$ cat config.mk
export PLATFORM = sky130hd
export DESIGN_NAME = supply_reset_flag_bank
export DESIGN_NICKNAME = d
export VERILOG_FILES = /design/src/shared/flag_bank_pkg.sv /design/src/rtl/sticky_flag.sv /design/src/rtl/supply_reset_flag_bank.sv
export SDC_FILE = /design/constraint.sdc
export NUM_CORES = 1
export LEC_CHECK = 0
export ABC_AREA = 1
export ABC_CLOCK_PERIOD_IN_PS = 1800
export BUFFER_PORTS_ARGS = -buffer_cell sky130_fd_sc_hd__buf_2
export CORE_MARGIN = 1
export CORE_UTILIZATION = 50
export DETAILED_ROUTE_END_ITERATION = 12
export GPL_TIMING_DRIVEN = 1
export HOLD_SLACK_MARGIN = 0.05
export PLACE_DENSITY = 0.68
export SLEW_MARGIN = 20
export SYNTH_ARGS = -nofsm -noshare
export SYNTH_HDL_FRONTEND = slang
export SYNTH_HIERARCHICAL = 1
export SYNTH_SLANG_ARGS = --single-unit
$ cat constraint.sdc
create_clock -name i_clk -period 1.8 [get_ports i_clk]
set_input_delay 0.18 -clock i_clk [delete_from_list [all_inputs] [get_ports i_clk]]
set_output_delay 0.18 -clock i_clk [all_outputs]
set_load 0.005 [all_outputs]
$ cat src/shared/flag_bank_pkg.sv
/*
 Holds the constants and carrier types of the supply and reset flag bank.
 Assumes a 50 MHz core clock; imported by no one, used by scoped names.
*/
package flag_bank_pkg;
    localparam int CLK_HZ = 50_000_000;
    localparam int SHORT_FILTER_US = 100;
    localparam int LONG_FILTER_MS = 100;
    localparam int SHORT_FILTER_CYC = SHORT_FILTER_US * (CLK_HZ / 1_000_000);
    localparam int LONG_FILTER_CYC = LONG_FILTER_MS * (CLK_HZ / 1_000);
    localparam int MULTI_RESET_LIMIT = 8;
    localparam logic [3:0] RESET_CNT_INIT = 4'h0;
    localparam logic [12:0] FLAGS_INIT = 13'h0000;
    localparam int SYNC_STAGES = 3;

    // raw conditions from the analogue side and the serial request
    typedef struct packed {
        logic int_request;
        logic rst_high;
        logic dbg_mismatch;
        logic temp_prewarn;
        logic main_uv;
        logic main_ov;
        logic aux_ov;
        logic rst_low;
    } cond_t;

    // latched flags as seen by the serial read path
    typedef struct packed {
        logic int_request;
        logic rst_high;
        logic dbg_mismatch;
        logic temp_prewarn;
        logic main_uv;
        logic main_ov;
        logic aux_ov;
        logic main_uv_long;
        logic main_low;
        logic rst_low_long;
        logic multi_reset;
        logic wd_fail;
        logic spare;
    } flags_t;

    // one-cycle read strobes, one per flag group
    typedef struct packed {
        logic int_request;
        logic rst_high;
        logic dbg_mismatch;
        logic temp_prewarn;
        logic main_uv;
        logic main_ov;
        logic aux_ov;
        logic main_uv_long;
        logic main_low;
        logic rst_low_long;
        logic multi_reset;
        logic wd_fail;
    } rd_t;
endpackage

$ cat src/rtl/sticky_flag.sv
/*
 Holds one read-to-clear flag with optional persistence filter.
 Assumes a synchronised cause and a one-cycle read strobe on i_clk.
*/
`timescale 1ns/1ps
module sticky_flag #(
    parameter int FILTER_CYC = 1,
    parameter bit NEED_RECOVER = 1'b1
) (
    input wire logic i_clk, // core clock
    input wire logic i_arst_n, // async reset, active low
    input wire logic i_cause, // synchronised cause level
    input wire logic i_rd, // clearing read strobe
    output logic o_flag // latched flag
);
    // one spare count so that a zero filter still has a counter bit
    localparam int CW = $clog2(FILTER_CYC + 2);
    logic [CW-1:0] cnt_q;
    logic [CW-1:0] cnt_d;
    logic flag_q;
    logic flag_d;
    logic hit;

    always_comb begin
        cnt_d = cnt_q;
        if (!i_cause) begin
            cnt_d = '0;
        end else if (cnt_q != CW'(FILTER_CYC)) begin
            cnt_d = cnt_q + CW'(1);
        end
        hit = i_cause && (cnt_q == CW'(FILTER_CYC));
        flag_d = flag_q;
        if (i_rd && !(NEED_RECOVER && i_cause)) begin
            flag_d = 1'b0;
        end
        // set wins over the clearing read
        if (hit) begin
            flag_d = 1'b1;
        end
    end

    always_ff @(posedge i_clk or negedge i_arst_n) begin
        if (!i_arst_n) begin
            cnt_q <= '0;
            flag_q <= 1'b0;
        end else begin
            cnt_q <= cnt_d;
            flag_q <= flag_d;
        end
    end

    assign o_flag = flag_q;
endmodule

$ cat src/rtl/supply_reset_flag_bank.sv
/*
 Holds the supply and reset flag bank: latched supply, reset-pin and
 watchdog flags, plus static variant and revision fields.
 Assumes analogue comparators deliver asynchronous levels, watchdog and
 request events arrive as one-cycle pulses on i_clk, and the serial
 block pulses a read strobe per flag when the flag is read.
*/
`timescale 1ns/1ps
// Operation
// - set on serial interrupt request, clear on read
// - reset pin shorted high, clear on read
// - debug resistor mismatch, clear on match and read
// - thermal prewarning, clear below threshold and read
// - undervoltage over 100 us, clear recovered and read
// - main overvoltage over 100 us, may drop io1
// - aux overvoltage over 100 us, may drop io1
// - undervoltage over 100 ms, clear recovered and read
// - main low flag, clear on read only
// - static bit: 0 for 3.3 V, 1 for 5.0 V
// - two-bit read-only family member code
// - five-bit read-only silicon revision, bits 4..0
// - reset low over 100 ms, clear ended and read
// - more than 8 watchdog resets set flag
// - watchdog refresh failure, clear on read
module supply_reset_flag_bank #(
    parameter int SHORT_CYC = flag_bank_pkg::SHORT_FILTER_CYC,
    parameter int LONG_CYC = flag_bank_pkg::LONG_FILTER_CYC,
    parameter bit VARIANT_5V = 1'b1,
    parameter logic [1:0] FAMILY_CODE = 2'h3, // arbitrary value
    parameter logic [4:0] REVISION_CODE = 5'h01 // arbitrary value
) (
    input wire logic i_clk, // 50 MHz core clock
    input wire logic i_arst_n, // power-on reset, active low
    input wire logic i_int_req, // serial interrupt request pulse
    input wire logic i_rst_high_fault, // reset pin shorted high (async)
    input wire logic i_dbg_sensed_ok, // debug_select_pin matches config
    input wire logic i_temp_over, // main thermal above prewarn (async)
    input wire logic i_main_below_uv, // below main_undervoltage_threshold
    input wire logic i_main_above_ov, // main above nominal+0.6 V (async)
    input wire logic i_aux_above_ov, // aux_regulator_output overvoltage
    input wire logic i_rst_pin_low, // reset pin sensed low (async)
    input wire logic i_wd_reset, // reset pulse from watchdog fault
    input wire logic i_wd_good, // correct watchdog refresh pulse
    input wire logic i_wd_fail, // wrong or missing refresh pulse
    input wire logic i_io1_ov_off_en, // config: drop io1 on overvoltage
    input flag_bank_pkg::rd_t i_rd, // clearing read strobes
    output flag_bank_pkg::flags_t o_flags, // latched flags
    output logic o_vdd_5v, // variant bit
    output logic [1:0] o_family, // family member code
    output logic [4:0] o_revision, // silicon revision code
    output logic o_io1_off // request to switch wake io1 off
);
    // ------------------------------------------------------------
    // pin synchronisers
    // ------------------------------------------------------------
    localparam int NA = 7;
    logic [NA-1:0] raw_async;
    logic [NA-1:0] s1_q;
    logic [NA-1:0] s2_q;
    logic [NA-1:0] s3_q;
    logic [NA-1:0] lvl_q;
    logic [NA-1:0] lvl_d;
    flag_bank_pkg::cond_t cond;

    assign raw_async = {i_rst_high_fault, ~i_dbg_sensed_ok, i_temp_over,
                        i_main_below_uv, i_main_above_ov, i_aux_above_ov,
                        i_rst_pin_low};

    // a change counts once stages two and three agree
    always_comb begin
        lvl_d = lvl_q;
        for (int i = 0; i < NA; i++) begin
            if (s2_q[i] == s3_q[i]) begin
                lvl_d[i] = s3_q[i];
            end
        end
    end

    always_ff @(posedge i_clk or negedge i_arst_n) begin
        if (!i_arst_n) begin
            s1_q <= '0;
            s2_q <= '0;
            s3_q <= '0;
            lvl_q <= '0;
        end else begin
            s1_q <= raw_async;
            s2_q <= s1_q;
            s3_q <= s2_q;
            lvl_q <= lvl_d;
        end
    end

    always_comb begin
        cond.int_request = i_int_req;
        {cond.rst_high, cond.dbg_mismatch, cond.temp_prewarn, cond.main_uv,
         cond.main_ov, cond.aux_ov, cond.rst_low} = lvl_q;
    end

    // ------------------------------------------------------------
    // latched flags
    // ------------------------------------------------------------
    logic f_int, f_rsth, f_dbg, f_temp, f_uv, f_ov, f_aux;
    logic f_uvl, f_low, f_rstl;

    // a one-cycle request pulse must set the flag on its only sample
    sticky_flag #(.FILTER_CYC(0), .NEED_RECOVER(1'b0)) u_int (
        .i_clk(i_clk), .i_arst_n(i_arst_n), .i_cause(cond.int_request),
        .i_rd(i_rd.int_request), .o_flag(f_int));
    sticky_flag #(.FILTER_CYC(1), .NEED_RECOVER(1'b0)) u_rsth (
        .i_clk(i_clk), .i_arst_n(i_arst_n), .i_cause(cond.rst_high),
        .i_rd(i_rd.rst_high), .o_flag(f_rsth));
    sticky_flag #(.FILTER_CYC(1), .NEED_RECOVER(1'b1)) u_dbg (
        .i_clk(i_clk), .i_arst_n(i_arst_n), .i_cause(cond.dbg_mismatch),
        .i_rd(i_rd.dbg_mismatch), .o_flag(f_dbg));
    sticky_flag #(.FILTER_CYC(1), .NEED_RECOVER(1'b1)) u_temp (
        .i_clk(i_clk), .i_arst_n(i_arst_n), .i_cause(cond.temp_prewarn),
        .i_rd(i_rd.temp_prewarn), .o_flag(f_temp));
    sticky_flag #(.FILTER_CYC(SHORT_CYC), .NEED_RECOVER(1'b1)) u_uv (
        .i_clk(i_clk), .i_arst_n(i_arst_n), .i_cause(cond.main_uv),
        .i_rd(i_rd.main_uv), .o_flag(f_uv));
    sticky_flag #(.FILTER_CYC(SHORT_CYC), .NEED_RECOVER(1'b1)) u_ov (
        .i_clk(i_clk), .i_arst_n(i_arst_n), .i_cause(cond.main_ov),
        .i_rd(i_rd.main_ov), .o_flag(f_ov));
    sticky_flag #(.FILTER_CYC(SHORT_CYC), .NEED_RECOVER(1'b1)) u_aux (
        .i_clk(i_clk), .i_arst_n(i_arst_n), .i_cause(cond.aux_ov),
        .i_rd(i_rd.aux_ov), .o_flag(f_aux));
    sticky_flag #(.FILTER_CYC(LONG_CYC), .NEED_RECOVER(1'b1)) u_uvl (
        .i_clk(i_clk), .i_arst_n(i_arst_n), .i_cause(cond.main_uv),
        .i_rd(i_rd.main_uv_long), .o_flag(f_uvl));
    sticky_flag #(.FILTER_CYC(1), .NEED_RECOVER(1'b0)) u_low (
        .i_clk(i_clk), .i_arst_n(i_arst_n), .i_cause(cond.main_uv),
        .i_rd(i_rd.main_low), .o_flag(f_low));
    sticky_flag #(.FILTER_CYC(LONG_CYC), .NEED_RECOVER(1'b1)) u_rstl (
        .i_clk(i_clk), .i_arst_n(i_arst_n), .i_cause(cond.rst_low),
        .i_rd(i_rd.rst_low_long), .o_flag(f_rstl));

    // ------------------------------------------------------------
    // watchdog reset counting
    // ------------------------------------------------------------
    logic [3:0] rst_cnt_q;
    logic [3:0] rst_cnt_d;
    logic multi_q;
    logic multi_d;
    logic wdf_q;
    logic wdf_d;
    logic io1_off_q;
    logic io1_off_d;

    always_comb begin
        rst_cnt_d = rst_cnt_q;
        if (i_wd_good) begin
            rst_cnt_d = flag_bank_pkg::RESET_CNT_INIT;
        end else if (i_wd_reset && rst_cnt_q != 4'hF) begin
            rst_cnt_d = rst_cnt_q + 4'h1;
        end
        multi_d = multi_q;
        if (i_rd.multi_reset) begin
            multi_d = 1'b0;
        end
        if (rst_cnt_q > 4'(flag_bank_pkg::MULTI_RESET_LIMIT)) begin
            multi_d = 1'b1;
        end
        wdf_d = wdf_q;
        if (i_rd.wd_fail) begin
            wdf_d = 1'b0;
        end
        if (i_wd_fail) begin
            wdf_d = 1'b1;
        end
        io1_off_d = i_io1_ov_off_en && (f_ov || f_aux);
    end

    always_ff @(posedge i_clk or negedge i_arst_n) begin
        if (!i_arst_n) begin
            rst_cnt_q <= flag_bank_pkg::RESET_CNT_INIT;
            multi_q <= 1'b0;
            wdf_q <= 1'b0;
            io1_off_q <= 1'b0;
        end else begin
            rst_cnt_q <= rst_cnt_d;
            multi_q <= multi_d;
            wdf_q <= wdf_d;
            io1_off_q <= io1_off_d;
        end
    end

    // ------------------------------------------------------------
    // outputs
    // ------------------------------------------------------------
    flag_bank_pkg::flags_t flags_q;
    flag_bank_pkg::flags_t flags_d;
    logic vdd5_q;
    logic [1:0] fam_q;
    logic [4:0] rev_q;

    always_comb begin
        flags_d = {f_int, f_rsth, f_dbg, f_temp, f_uv, f_ov, f_aux, f_uvl,
                   f_low, f_rstl, multi_q, wdf_q, 1'b0};
    end

    always_ff @(posedge i_clk or negedge i_arst_n) begin
        if (!i_arst_n) begin
            flags_q <= flag_bank_pkg::FLAGS_INIT;
            vdd5_q <= 1'b0;
            fam_q <= 2'h0;
            rev_q <= 5'h00;
        end else begin
            flags_q <= flags_d;
            vdd5_q <= VARIANT_5V;
            fam_q <= FAMILY_CODE;
            rev_q <= REVISION_CODE;
        end
    end

    assign o_flags = flags_q;
    assign o_vdd_5v = vdd5_q;
    assign o_family = fam_q;
    assign o_revision = rev_q;
    assign o_io1_off = io1_off_q;

    // ------------------------------------------------------------
    // checks
    // ------------------------------------------------------------
    a_wd_fail_set: assert property (
        @(posedge i_clk) disable iff (!i_arst_n)
        i_wd_fail |=> ##1 o_flags.wd_fail)
        else $error("watchdog failure flag not set");
    a_wd_fail_clr: assert property (
        @(posedge i_clk) disable iff (!i_arst_n)
        (i_rd.wd_fail && !i_wd_fail) |=> ##1 !o_flags.wd_fail)
        else $error("watchdog failure flag not cleared");
    a_multi_set: assert property (
        @(posedge i_clk) disable iff (!i_arst_n)
        (rst_cnt_q > 4'h8) |=> ##1 o_flags.multi_reset)
        else $error("multiple reset flag missing");
    a_multi_quiet: assert property (
        @(posedge i_clk) disable iff (!i_arst_n)
        (rst_cnt_q <= 4'h8 && $past(rst_cnt_q) <= 4'h8 && i_rd.multi_reset)
        |=> ##1 !o_flags.multi_reset)
        else $error("multiple reset flag set too early");
    a_io1_off: assert property (
        @(posedge i_clk) disable iff (!i_arst_n)
        (i_io1_ov_off_en && f_ov) |=> o_io1_off)
        else $error("io1 not switched off on overvoltage");
    a_io1_keep: assert property (
        @(posedge i_clk) disable iff (!i_arst_n)
        !i_io1_ov_off_en |=> !o_io1_off)
        else $error("io1 switched off while not enabled");
    a_int_flag: assert property (
        @(posedge i_clk) disable iff (!i_arst_n)
        i_int_req |=> ##1 o_flags.int_request)
        else $error("interrupt request flag not set");
    a_uv_hold: assert property (
        @(posedge i_clk) disable iff (!i_arst_n)
        (f_uv && cond.main_uv) |=> f_uv)
        else $error("undervoltage flag dropped while low");
    a_low_clr: assert property (
        @(posedge i_clk) disable iff (!i_arst_n)
        (f_low && i_rd.main_low && !cond.main_uv) |=> !f_low)
        else $error("main low flag not cleared by read");
    a_static_ids: assert property (
        @(posedge i_clk) disable iff (!i_arst_n)
        $past(i_arst_n) |-> (o_revision == REVISION_CODE
        && o_family == FAMILY_CODE && o_vdd_5v == VARIANT_5V))
        else $error("static identity fields wrong");
endmodule

# Word level (Yosys, flattened, before mapping)
# Index checks and enable logic that the tools add are counted.
# op_classes
order_cmp,1
eq_ne,35
n_reduce_logical,39
bitwise_logic,2
n_mux,46
n_addsub,11
# ops
op,count
2-to-1 mux 23 bit,4
2-to-1 mux 13 bit,6
"adder 23 x 1 -> 23 bit, second input constant",2
"== test 23 bit, second input constant",2
"!= test 23 bit, second input constant",2
"adder 13 x 1 -> 13 bit, second input constant",3
"== test 13 bit, second input constant",3
"!= test 13 bit, second input constant",3
2-to-1 mux 1 bit,26
"!= test 2 x 1 -> 1 bit, second input constant",13
nonzero test 2 bit,13
logical AND 1 bit,19
2-to-1 mux 2 bit,8
"adder 2 x 1 -> 2 bit, second input constant",4
"== test 2 x 1 -> 1 bit, second input constant",4
2-to-1 mux 4 bit,2
== test 1 bit,7
logical NOT 1 bit,6
"adder 4 x 1 -> 4 bit, second input constant",1
"> comparator 4 bit, second input constant",1
"!= test 4 bit, second input constant",1
NOT 1 bit,2
"adder 1 bit, second input constant",1
logical OR 1 bit,1
# word_totals
elab_cells,182
in_bits,26
regBits,153
output_inout_bits,22

# Depth between registers and ports, before layout
# Gate-level depths: netlist of run 1.
# logic_depth
word_depth,4
depth_mapped,8
depth_no_buf,8

# Cells and area by module
# Netlist of run 1, hierarchy kept.
# by_module_without_submodules
module,area_each_um2,n_inst,seq_area_each_um2,cells_per_inst
sticky_flag at u_rstl ...,1511.4,2,600.6,216
sticky_flag at u_aux ...,867.1,3,350.3,124
supply_reset_flag_bank,1516.5,1,1201.2,98
sticky_flag at u_dbg ...,156.4,2,75.1,18
sticky_flag at u_low ...,142.6,2,75.1,17
sticky_flag at u_int,40.0,1,25.0,5

# Least setup slack after synthesis of run 1
# OpenSTA, ideal clock, no wires.
# synth_path
path_kind,register -> register
from,register u_uvl.cnt_q[0]
to,register u_uvl.cnt_q[16]
path_stages_with_launch,8
period_less_slack_ns,1.323
slack_ns,0.477
path_buffers,0
setup_ns,0.125
arrival_time_ns,1.197
path_cell_list,dfrtp_1 -> ha_1 -> nand2_1 -> nor2_2 -> nand2_1 -> nor2_1 -> xor2_1 -> nor2_1
# synth_between
elab_chain_len,3
word_cells_on_any_way,5
cone_classes,add/sub: 1; eq/ne: 2; mux: 2
# synth_lines
element,line,source
start: declaration,sticky_flag.sv:18,logic [CW-1:0] cnt_q;
start signal: assignment,sticky_flag.sv:47,cnt_q <= cnt_d;
adder 23 x 1 -> 23 bit,sticky_flag.sv:29,cnt_d = cnt_q + CW'(1);
2-to-1 mux 23 bit,sticky_flag.sv:28,end else if (cnt_q != CW'(FILTER_CYC)) begin
2-to-1 mux 23 bit,sticky_flag.sv:26,if (!i_cause) begin
# Parallel ways exist; a longest one is shown, timed or not. The select of a mux whose other input is x is not followed.
# A chain may end at the register's enable or synchronous reset.

# Worst setup path in the final report of run 1
# Ends and elaborated chain as after synthesis.

==> results of run 1 <==
worst max-delay path, cell delays in order, from the launching register on:
cell and delay (ns):
dfrtp_1 0.39, ha_1 0.24, nand2_1 0.08, nor2_2 0.17, nand2_1 0.11, nor2_1 0.16, xor2_1 0.18, nor2_1 0.05
registers in the layout, indices dropped and copies added, names as in the netlist, 4 cells and up:
signal,count
lvl_q,7
o_flags,12
rst_cnt_q,4
s1_q,7
s2_q,7
s3_q,7
u_aux/cnt_q,13
u_ov/cnt_q,13
u_rstl/cnt_q,23
u_uv/cnt_q,13
u_uvl/cnt_q,23
final timing paths:
kind / slack (ns) / cells past startpoint / endpoint / startpoint
setup / recovery: 0.29 / 7 / u_uvl/cnt_q[16]$_DFFE_PN0P_ / u_uvl/cnt_q[0]$_DFFE_PN0P_
hold reg to reg: 0.34 / 0 / s2_q[6]$_DFF_PN0_ / s1_q[6]$_DFF_PN0_
min in group asynchronous: 0.16 / 2 / u_aux/cnt_q[6]$_DFFE_PN0P_ / i_arst_n
setup reg to reg: 0.29 / 7 / u_uvl/cnt_q[16]$_DFFE_PN0P_ / u_uvl/cnt_q[0]$_DFFE_PN0P_
hold / removal: 0.07 / 4 / u_uv/o_flag$_DFFE_PN0P_ / i_rd[7]
max in group asynchronous: 1.05 / 3 / s3_q[3]$_DFF_PN0_ / i_arst_n
per-layer routing:
layer | track usage, % | vias up | part of all wire (%)
met5 | 0 | - | 0
met2 | 32.9 | 84 | 46
met1 | 25.7 | 2857 | 49
met3 | 5.19 | 12 | 3.3
li1 | - | 3214 | -
met4 | 6.16 | 0 | 0.87
through the flow:
step / utilization [%] / hold slack [ns] / instance area, um2
6_report: 59.2 / 0.0715 / 8990
4_1_cts: 59.2 / 0.0547 / 8990
3_5_place_dp: 54.2 / 0.0258 / 8240
2_1_floorplan: - / -0.116 / 7790
3_3_place_gp: 54.2 / 0.0251 / 8240
5_1_grt: 59.2 / 0.0838 / 8990
layout make-up:
cell class | instances | area [um2]
clock buffer | 24 | 472
clock inverter | 7 | 72.6
fill | 1376 | 6210
inverter | 138 | 519
multi-input combinational | 677 | 3400
sequential | 151 | 3780
tap | 188 | 235
timing repair buffer | 71 | 512
logic make-up after synthesis:
| logic type | Yosys count | synth area share (%) |
|---|---|---|
| simple gates | 559 | 33.2 |
| flops | 151 | 48.6 |
| buf+inv | 153 | 7.87 |
| other cells | 2 | 0.0965 |
| fa+ha+maj | 25 | 3.80 |
| xor+xnor | 16 | 1.80 |
| compound gates | 71 | 4.68 |
placed cells by master (no fill, tap or decap), types with 3 or more instances in the layout:
| cell | netlist | final |
|---|---|---|
| xnor2_1 | 4 | 4 |
| nor2_2 | 19 | 19 |
| nand2_4 | 4 | 4 |
| xor2_1 | 12 | 12 |
| buf_2 | 5 | 41 |
| maj3_1 | 7 | 7 |
| nand4_1 | 29 | 29 |
| clkbuf_16 | 0 | 17 |
| inv_2 | 4 | 4 |
| clkinv_2 | 1 | 3 |
| inv_1 | 131 | 131 |
| nand3_1 | 72 | 72 |
| conb_1 | 2 | 6 |
| clkbuf_1 | 2 | 5 |
| o21ai_0 | 26 | 26 |
| nand2_1 | 224 | 224 |
| nand2_2 | 26 | 26 |
| nor3_1 | 7 | 7 |
| a21oi_1 | 32 | 32 |
| o21ai_1 | 10 | 10 |
| dfrtp_1 | 151 | 151 |
| ha_1 | 18 | 18 |
| buf_4 | 8 | 6 |
| dlygate4sd3_1 | 0 | 21 |
| nor2_1 | 155 | 155 |
| nor2_4 | 13 | 13 |
| nand3b_1 | 3 | 3 |
power groups by stage:
stage	clock, mW	combinational, mW	sequential, mW
finish	3.30	0.846	3.86
global route	3.53	0.999	3.90
CTS	3.40	0.856	3.86
global placement	0	0.791	3.91
floorplan	0	0.562	3.87
detailed placement	0	0.815	3.92
==> results.sh, run 1 <==
export IMPL_status="finished clean"
export IMPL_dp_final_hpwl_um=10100
export IMPL_routed_wl_um=14600
export IMPL_die_area_um2=16100
export IMPL_core_um2=15200
export IMPL_drtIter0Drc=346
export IMPL_rsz0062_at_grt="false"
export IMPL_cp_required_ns=2.10
export IMPL_cts_resized=0
export IMPL_antenna_found_initial=0
export IMPL_worstPathMaxFanout=4
export IMPL_hold_class="input port to flip-flop"
export IMPL_cts_tree="done"
export IMPL_yosysWarnings=6
export IMPL_fmax_ghz=0.664
export IMPL_syn_inst=977
export IMPL_drc=0
export IMPL_ant_nets=0
export IMPL_switching_share_pct=25.4
export IMPL_routedWlPerCell_um=11.6
export IMPL_grt_first_pass_wirelength_um=25800
export IMPL_criticalPathCategory="flip-flop to flip-flop"
export IMPL_relSlewSlack_pct=65.2
export IMPL_die_y_um=127
export IMPL_pwr_share_comb_pct=10.6
export IMPL_cts_buffers=17
export IMPL_layout_setup_ws_ns=0.294
export IMPL_finalSetupViolations=0
export IMPL_port_buffers=42
export IMPL_p_sw_mw=2.04
export IMPL_power_share_clock_pct=41.3
export IMPL_syn_area_per_cell_um2=7.96
export IMPL_cts_num_sinks=151
export IMPL_grt_pass1_vias=5911
export IMPL_ys_top_cells_by_area="dfrtp_1, nand2_1, nor2_1"
export IMPL_final_cells=1256
export IMPL_power_frac_seq_pct=48.2
export IMPL_gp_congestion=0.848
export IMPL_clk_latency_ns=0.43
export IMPL_synth_main_ff_cell="dfrtp_1"
export IMPL_synth_edff_count=0
export IMPL_ctsHoldBuffers=21
export IMPL_maxCapViolCount=0
export IMPL_htreeDepth=4
export IMPL_fp_dieW_um=127
export IMPL_fin_setup_tns_ns=0
export IMPL_std_cell_rows=45
export IMPL_clock_path_buffers=2
export IMPL_total_power_mw=8.01
export IMPL_start_kind="flip-flop"
export IMPL_post_cts_buffers=0
export IMPL_tightest_slew_ns=0.522
export IMPL_synth_area_um2=7780
export IMPL_initial_core_util_pct=51.2
export IMPL_period_minus_slack_ns=1.51
export IMPL_placed_cells=1204
export IMPL_p_int_mw=5.97
export IMPL_layout_drive_gt1_share_pct=14.0
export IMPL_area_delta_synth_final_pct=15.6
export IMPL_fin_skew_ns=0.00831
export IMPL_routed_via_density=4.91
export IMPL_seq_area_frac_synth_pct=48.6
export IMPL_yosysTopAreaCellShare_pct=48.6
export IMPL_nNetsFinal=1100
export IMPL_grt_total_usage_pct=19.9
export IMPL_yosysUniqueCellTypes=33
export IMPL_cts_reportedPaths_clkPinSlew_ns=0.06
export IMPL_leakagePower_nw=4.25
export IMPL_grt_max_degree=56
export IMPL_dpl_worst_slack_ns=0.337
export IMPL_post_synth_top_count_cell="nand2_1"
export IMPL_synth_common_cells="nand2_1, nor2_1, dfrtp_1"
export IMPL_vias=6167
export IMPL_yosysTopAreaCell="dfrtp_1"
export IMPL_dr_pass1_iters=5
export IMPL_timing_final_crit_share_pct=83.7
export IMPL_pwr_density_cell_nw_per_um2=890
export IMPL_hold_violations=0
export IMPL_cp_arrival_ns=1.81
export IMPL_vdd_ir_drop_max_v=0.000758
export IMPL_clockRootBuffer="clkbuf_16"
export IMPL_slew_violations=0
export IMPL_synth_seq_cells=151
export IMPL_crit_path_end_kind="flip-flop"
export IMPL_gr_total_overflow=0
export IMPL_ys_async_sr_fraction_pct=100
export IMPL_boundaryPins=48
export IMPL_diodes=0
No activity file was read; power rests on OpenSTA's default activity.
==> run 2: changes to the inputs <==
- ABC_CLOCK_PERIOD_IN_PS: 1800 -> 1500
- clock period: 1.8 -> 1.5 ns (I/O delays scaled with it)
==> results.sh, run 2 (synthesis results as in run 1) <==
export IMPL_power_frac_seq_pct=46.7
export IMPL_placed_cells=1209
export IMPL_final_cell_mix="nand2_1, dfrtp_1, nor2_1, inv_1, nand3_1"
export IMPL_period_minus_slack_ns=1.38
export IMPL_hold_violations=0
export IMPL_drtIter0Drc=371
export IMPL_cts_reportedPaths_clkPinSlew_ns=0.06
export IMPL_largest_registers="u_rstl/cnt_q x23, u_uvl/cnt_q x23"
export IMPL_nNetsFinal=1107
export IMPL_final_cells=1262
export IMPL_dr_pass1_iters=5
export IMPL_gp_congestion=0.827
export IMPL_layout_setup_ws_ns=0.124
export IMPL_maxCapViolCount=0
export IMPL_p_sw_mw=2.51
export IMPL_switching_share_pct=25.3
export IMPL_layout_drive_gt1_share_pct=15.8
export IMPL_fp_dieW_um=127
export IMPL_fin_skew_ns=0.00624
export IMPL_timing_final_crit_share_pct=91.7
export IMPL_power_share_clock_pct=42.9
export IMPL_die_area_um2=16100
export IMPL_holdWs_ns=0.0607
export IMPL_htreeDepth=4
export IMPL_post_cts_buffers=0
export IMPL_fin_setup_tns_ns=0
export IMPL_cp_arrival_ns=1.67
export IMPL_boundaryPins=48
export IMPL_rsz0062_at_grt="false"
export IMPL_start_kind="flip-flop"
export IMPL_slew_violations=0
export IMPL_routed_wl_um=14700
export IMPL_vias=6147
export IMPL_core_um2=15200
export IMPL_worstPathMaxFanout=4
export IMPL_routedWlPerCell_um=11.6
export IMPL_cts_tree="done"
export IMPL_leakagePower_nw=4.31
export IMPL_pwr_density_cell_nw_per_um2=1080
export IMPL_layout_cells_most_common="nand2_1"
export IMPL_clk_latency_ns=0.42
export IMPL_ant_nets=0
export IMPL_criticalPathCategory="flip-flop to flip-flop"
export IMPL_clock_path_buffers=2
export IMPL_hold_class="input port to flip-flop"
export IMPL_area_delta_synth_final_pct=18.1
export IMPL_grt_total_usage_pct=20.3
export IMPL_cp_required_ns=1.80
export IMPL_crit_path_end_kind="flip-flop"
export IMPL_routed_via_density=4.87
export IMPL_std_cell_rows=45
export IMPL_drc=0
export IMPL_nFillCells=1312
export IMPL_cts_buffers=17
export IMPL_p_int_mw=7.43
export IMPL_total_power_mw=9.94
export IMPL_initial_core_util_pct=51.2
export IMPL_die_y_um=127
export IMPL_grt_pass1_vias=5968
export IMPL_diodes=0
export IMPL_fmax_ghz=0.727
export IMPL_grt_max_degree=46
export IMPL_vdd_ir_drop_max_v=0.00105
export IMPL_dpl_worst_slack_ns=0.00606
export IMPL_pwr_share_comb_pct=10.5
export IMPL_clockRootBuffer="clkbuf_16"
export IMPL_cts_num_sinks=151
export IMPL_port_buffers=42
export IMPL_status="finished clean"
export IMPL_gr_total_overflow=0
export IMPL_dp_final_hpwl_um=10400
export IMPL_finalSetupViolations=0
export IMPL_antenna_found_initial=0
export IMPL_grt_first_pass_wirelength_um=26300
## run 2: timing repair
action	4_1_cts	5_1_grt
endpoints found under the setup margin	1	14
hold buffers	23	0
pin swaps	0	2
hold endpoints to repair	146	0
cloned	0	0
resized for setup	1	18
## run 2: power groups by stage
stage	sequential [mW]	clock (mW)	combinational (mW)
3_3_place_gp	4.69	0	0.961
5_1_grt	4.70	4.51	1.23
3_5_place_dp	4.70	0	0.992
2_1_floorplan	4.64	0	0.674
6_report	4.64	4.26	1.04
4_1_cts	4.63	4.37	1.05
## run 2: final cells by class
cell class              count  area (um2)  share of cell area [%]
flip-flops and latches    151        3780                    41.2
multi-input cells         677        3470                    37.8
repair buffers             78         594                    6.47
inverters                 138         519                    5.65
clock buffers              19         433                    4.71
well taps                 188         235                    2.56
clock inverters            11         150                    1.63
## run 2: layer usage
metal,part of all wire (%),up-vias,global-route usage [%]
li1,-,3222,-
met1,49,2820,27.0
met2,46,89,33.1
met3,3.2,16,4.18
met4,1.6,0,7.07
met5,0,-,0
## run 2: stage by stage
| step | instance area (um2) | utilization (%) |
|---|---|---|
| after CTS | 9120 | 60.0 |
| after global routing | 9180 | 60.4 |
| after floorplan | 7790 | - |
| after detailed placement | 8300 | 54.6 |
| final | 9180 | 60.4 |
| after global placement | 8300 | 54.6 |
## run 2: worst paths after layout
kind                       slack [ns]                       start                     endpoint  cells past startpoint
setup / recovery                 0.12  u_uvl/cnt_q[0]$_DFFE_PN0P_  u_uvl/cnt_q[16]$_DFFE_PN0P_                      7
hold / removal                   0.06                   i_wd_good     rst_cnt_q[0]$_DFFE_PN0P_                      4
setup reg to reg                 0.12  u_uvl/cnt_q[0]$_DFFE_PN0P_  u_uvl/cnt_q[16]$_DFFE_PN0P_                      7
hold reg to reg                  0.35           s1_q[3]$_DFF_PN0_            s2_q[3]$_DFF_PN0_                      0
max in group asynchronous        0.73                    i_arst_n    u_uv/cnt_q[8]$_DFFE_PN0P_                      3
min in group asynchronous        0.24                    i_arst_n   u_aux/cnt_q[4]$_DFFE_PN0P_                      2
## run 2: critical path: stages (launching register included)
cell and delay [ns]:
dfrtp_1 0.43, ha_4 0.18, nand2_2 0.06, nor2_4 0.16, nand2_2 0.09, nor2_2 0.12
xor2_1 0.15, nor2_1 0.05
==> run 3: changes to the inputs <==
- ABC_AREA: 1 -> default
- ABC_CLOCK_PERIOD_IN_PS: 1500 -> 1520
- CORE_UTILIZATION: 50 -> 60
- PLACE_DENSITY: 0.68 -> 0.79
- clock period: 1.5 -> 1.52 ns (I/O delays scaled with it)
==> results.sh, run 3 <==
export IMPL_status="finished, violations left"
export IMPL_violations="setup timing"
export IMPL_whs_endpoint="u_aux/o_flag$_DFFE_PN0P_"
export IMPL_ys_top_cells_by_area="dfrtp_1, a21oi_1, ha_1"
export IMPL_drc=0
export IMPL_die_area_um2=12200
export IMPL_start_kind="flip-flop"
export IMPL_slew_violations=0
export IMPL_yosysTopAreaCellShare_pct=53.5
export IMPL_yosysTopAreaCell="dfrtp_1"
export IMPL_dr_pass1_iters=7
export IMPL_final_cell_mix="dfrtp_1, buf_4, nand2_1, buf_2, inv_1"
export IMPL_synth_seq_cells=151
export IMPL_core_um2=11500
export IMPL_boundaryPins=48
export IMPL_routedWlPerCell_um=19.0
export IMPL_fp_dieW_um=110
export IMPL_seq_area_frac_synth_pct=53.5
export IMPL_vias=6074
export IMPL_vdd_ir_drop_max_v=0.00143
export IMPL_criticalPathCategory="flip-flop to flip-flop"
export IMPL_r2r_cells=5
export IMPL_htreeDepth=4
export IMPL_cp_arrival_ns=2.09
export IMPL_gp_congestion=0.898
export IMPL_grt_total_usage_pct=28.9
export IMPL_largest_registers="u_rstl/cnt_q x23, u_uvl/cnt_q x23"
export IMPL_routed_via_density=6.14
export IMPL_pwr_share_comb_pct=14.5
export IMPL_layout_drive_gt1_share_pct=34.2
export IMPL_std_cell_rows=39
export IMPL_r2r_start="u_rstl/cnt_q[0]$_DFFE_PN0P_"
export IMPL_use_met1_pct=35.3
export IMPL_antenna_found_initial=0
export IMPL_syn_area_per_cell_um2=10.7
export IMPL_fin_skew_ns=0.0123
export IMPL_synth_main_ff_cell="dfrtp_1"
export IMPL_leakagePower_nw=4.07
export IMPL_cts_num_sinks=151
export IMPL_timing_final_crit_share_pct=115
export IMPL_dp_final_hpwl_um=10200
export IMPL_die_y_um=110
export IMPL_port_buffers=42
export IMPL_grt_first_pass_wirelength_um=28200
export IMPL_maxCapViolCount=0
export IMPL_ys_async_sr_fraction_pct=100
export IMPL_post_synth_top_count_cell="dfrtp_1"
export IMPL_drtIter0Drc=615
export IMPL_use_met2_pct=49.8
export IMPL_ant_nets=0
export IMPL_clock_path_buffers=2
export IMPL_r2r_end="u_rstl/cnt_q[20]$_DFFE_PN0P_"
export IMPL_yosysUniqueCellTypes=50
export IMPL_hold_violations=0
export IMPL_pwr_density_cell_nw_per_um2=1120
export IMPL_p_int_mw=8.01
export IMPL_layout_cells_most_common="dfrtp_1"
export IMPL_crit_path_end_kind="flip-flop"
export IMPL_final_util_pct=83.2
export IMPL_cts_buffers=17
export IMPL_busiest_layer="met2"
export IMPL_p_sw_mw=2.69
export IMPL_synth_common_cells="dfrtp_1, a21oi_1, nand2_1"
export IMPL_period_minus_slack_ns=1.74
export IMPL_synth_area_um2=7060
export IMPL_hold_class="input port to flip-flop"
export IMPL_initial_core_util_pct=61.6
export IMPL_rsz0062_at_grt="true"
export IMPL_area_delta_synth_final_pct=35.0
export IMPL_grt_pass1_vias=6087
export IMPL_finalSetupViolations=29
export IMPL_syn_inst=663
export IMPL_yosysWarnings=6
export IMPL_routed_wl_um=18800
export IMPL_nNetsFinal=877
export IMPL_fmax_ghz=0.574
export IMPL_switching_share_pct=25.2
export IMPL_reg2reg_slack_ns=-0.22
export IMPL_cts_reportedPaths_clkPinSlew_ns=0.06
export IMPL_cp_required_ns=1.87
export IMPL_grt_max_degree=42
export IMPL_synth_edff_count=0
export IMPL_cts_tree="done"
export IMPL_worstPathMaxFanout=5
export IMPL_hold_start="i_rd[5]"
export IMPL_layout_setup_ws_ns=-0.223
export IMPL_diodes=0
export IMPL_clk_latency_ns=0.43
export IMPL_met3_usage_pct=6.26
export IMPL_power_frac_seq_pct=43.0
export IMPL_fin_setup_tns_ns=-2.19
export IMPL_whs_path_depth=3
export IMPL_clockRootBuffer="clkbuf_16"
export IMPL_gr_total_overflow=0
export IMPL_power_share_clock_pct=42.6
==> run 3: cell count changes after synthesis, sizes merged, moves of 11 or more <==
| cell | change |
|---|---|
| nand3 | -45 |
| nor2 | -157 |
| or4 | +25 |
| a21oi | +18 |
| nand2 | -212 |
| xnor2 | +19 |
| or3 | +20 |
| inv | -94 |
| o21ai | -11 |
| nor4 | +19 |
| o31ai | +22 |
==> run 3: logic make-up (layout without fill, tap and decap cells) <==
family / Yosys count / in the layout / share of synthesized area [%]
AO/OA/AOI/OAI: 122 / 122 / 10.5
other: 2 / 6 / 0.106
XOR/XNOR: 30 / 30 / 3.72
buffers and inverters: 62 / 241 / 3.79
AND/OR/NAND/NOR: 260 / 260 / 22.5
adder cells (fa/ha/maj): 25 / 25 / 4.18
flip-flops: 151 / 151 / 53.5
multiplexers: 11 / 11 / 1.77
==> run 3: power groups by stage <==
stage / registers (mW) / clock network (mW) / logic, mW
2_1_floorplan: 4.61 / 0 / 0.796
3_3_place_gp: 4.61 / 0 / 1.14
3_5_place_dp: 4.63 / 0 / 1.23
4_1_cts: 4.57 / 4.58 / 1.38
5_1_grt: 4.64 / 4.80 / 1.71
6_report: 4.60 / 4.56 / 1.55
==> run 3: worst max path at each step <==
stage | start | depth (start not counted) | endpoint
2_1_floorplan | u_rstl/cnt_q[1]$_DFFE_PN0P_ | 6 | u_rstl/cnt_q[20]$_DFFE_PN0P_
3_3_place_gp | u_rstl/cnt_q[0]$_DFFE_PN0P_ | 4 | u_rstl/cnt_q[19]$_DFFE_PN0P_
3_5_place_dp | u_rstl/cnt_q[0]$_DFFE_PN0P_ | 4 | u_rstl/cnt_q[19]$_DFFE_PN0P_
4_1_cts | u_rstl/cnt_q[0]$_DFFE_PN0P_ | 4 | u_rstl/cnt_q[19]$_DFFE_PN0P_
5_1_grt | u_rstl/cnt_q[0]$_DFFE_PN0P_ | 5 | u_rstl/cnt_q[20]$_DFFE_PN0P_
6_report | u_rstl/cnt_q[0]$_DFFE_PN0P_ | 5 | u_rstl/cnt_q[20]$_DFFE_PN0P_
==> run 3: area by class of cell <==
cell class | instances | area (um2)
Clock buffer | 20 | 437
Clock inverter | 12 | 199
Fill cell | 588 | 1930
Inverter | 41 | 159
Multi-Input combinational cell | 454 | 3500
Sequential cell | 151 | 3790
Tap cell | 143 | 179
Timing Repair Buffer | 168 | 1280
==> run 3: timing repair <==
item,4_1_cts,5_1_grt
resized for setup,33,70
pin swaps,12,20
setup endpoints to repair,33,50
hold buffers,20,0
buffers inserted,11,7
endpoints found under the hold margin,170,0
==> run 3: critical path: stages (launching register included) <==
cell and delay, ns:
dfrtp_1 0.41, ha_2 0.22, nand4_1 0.15, or2_4 0.30
or4_1 0.41, a21oi_1 0.17
==> run 3: routing by layer <==
metal  share of wire [%]  vias to the layer above
met1                  39                     3039
met4                 3.4                        0
met3                 4.5                       64
met5                   0                        -
li1                    -                     2739
met2                  53                      232
==> run 3: through the flow <==
stage / hold WS (ns) / cells / area (um2) / power [mW] / setup WS (ns)
floorplan: -0.144 / 667 / 7140 / 5.40 / -0.211
global placement: 0.0947 / 920 / 8100 / 5.75 / -0.0992
detailed placement: 0.0965 / 920 / 8100 / 5.86 / -0.158
CTS: 0.0516 / 983 / 9180 / 10.5 / -0.0798
global route: 0.0662 / 989 / 9540 / 11.1 / -0.226
finish: 0.0706 / 989 / 9540 / 10.7 / -0.223
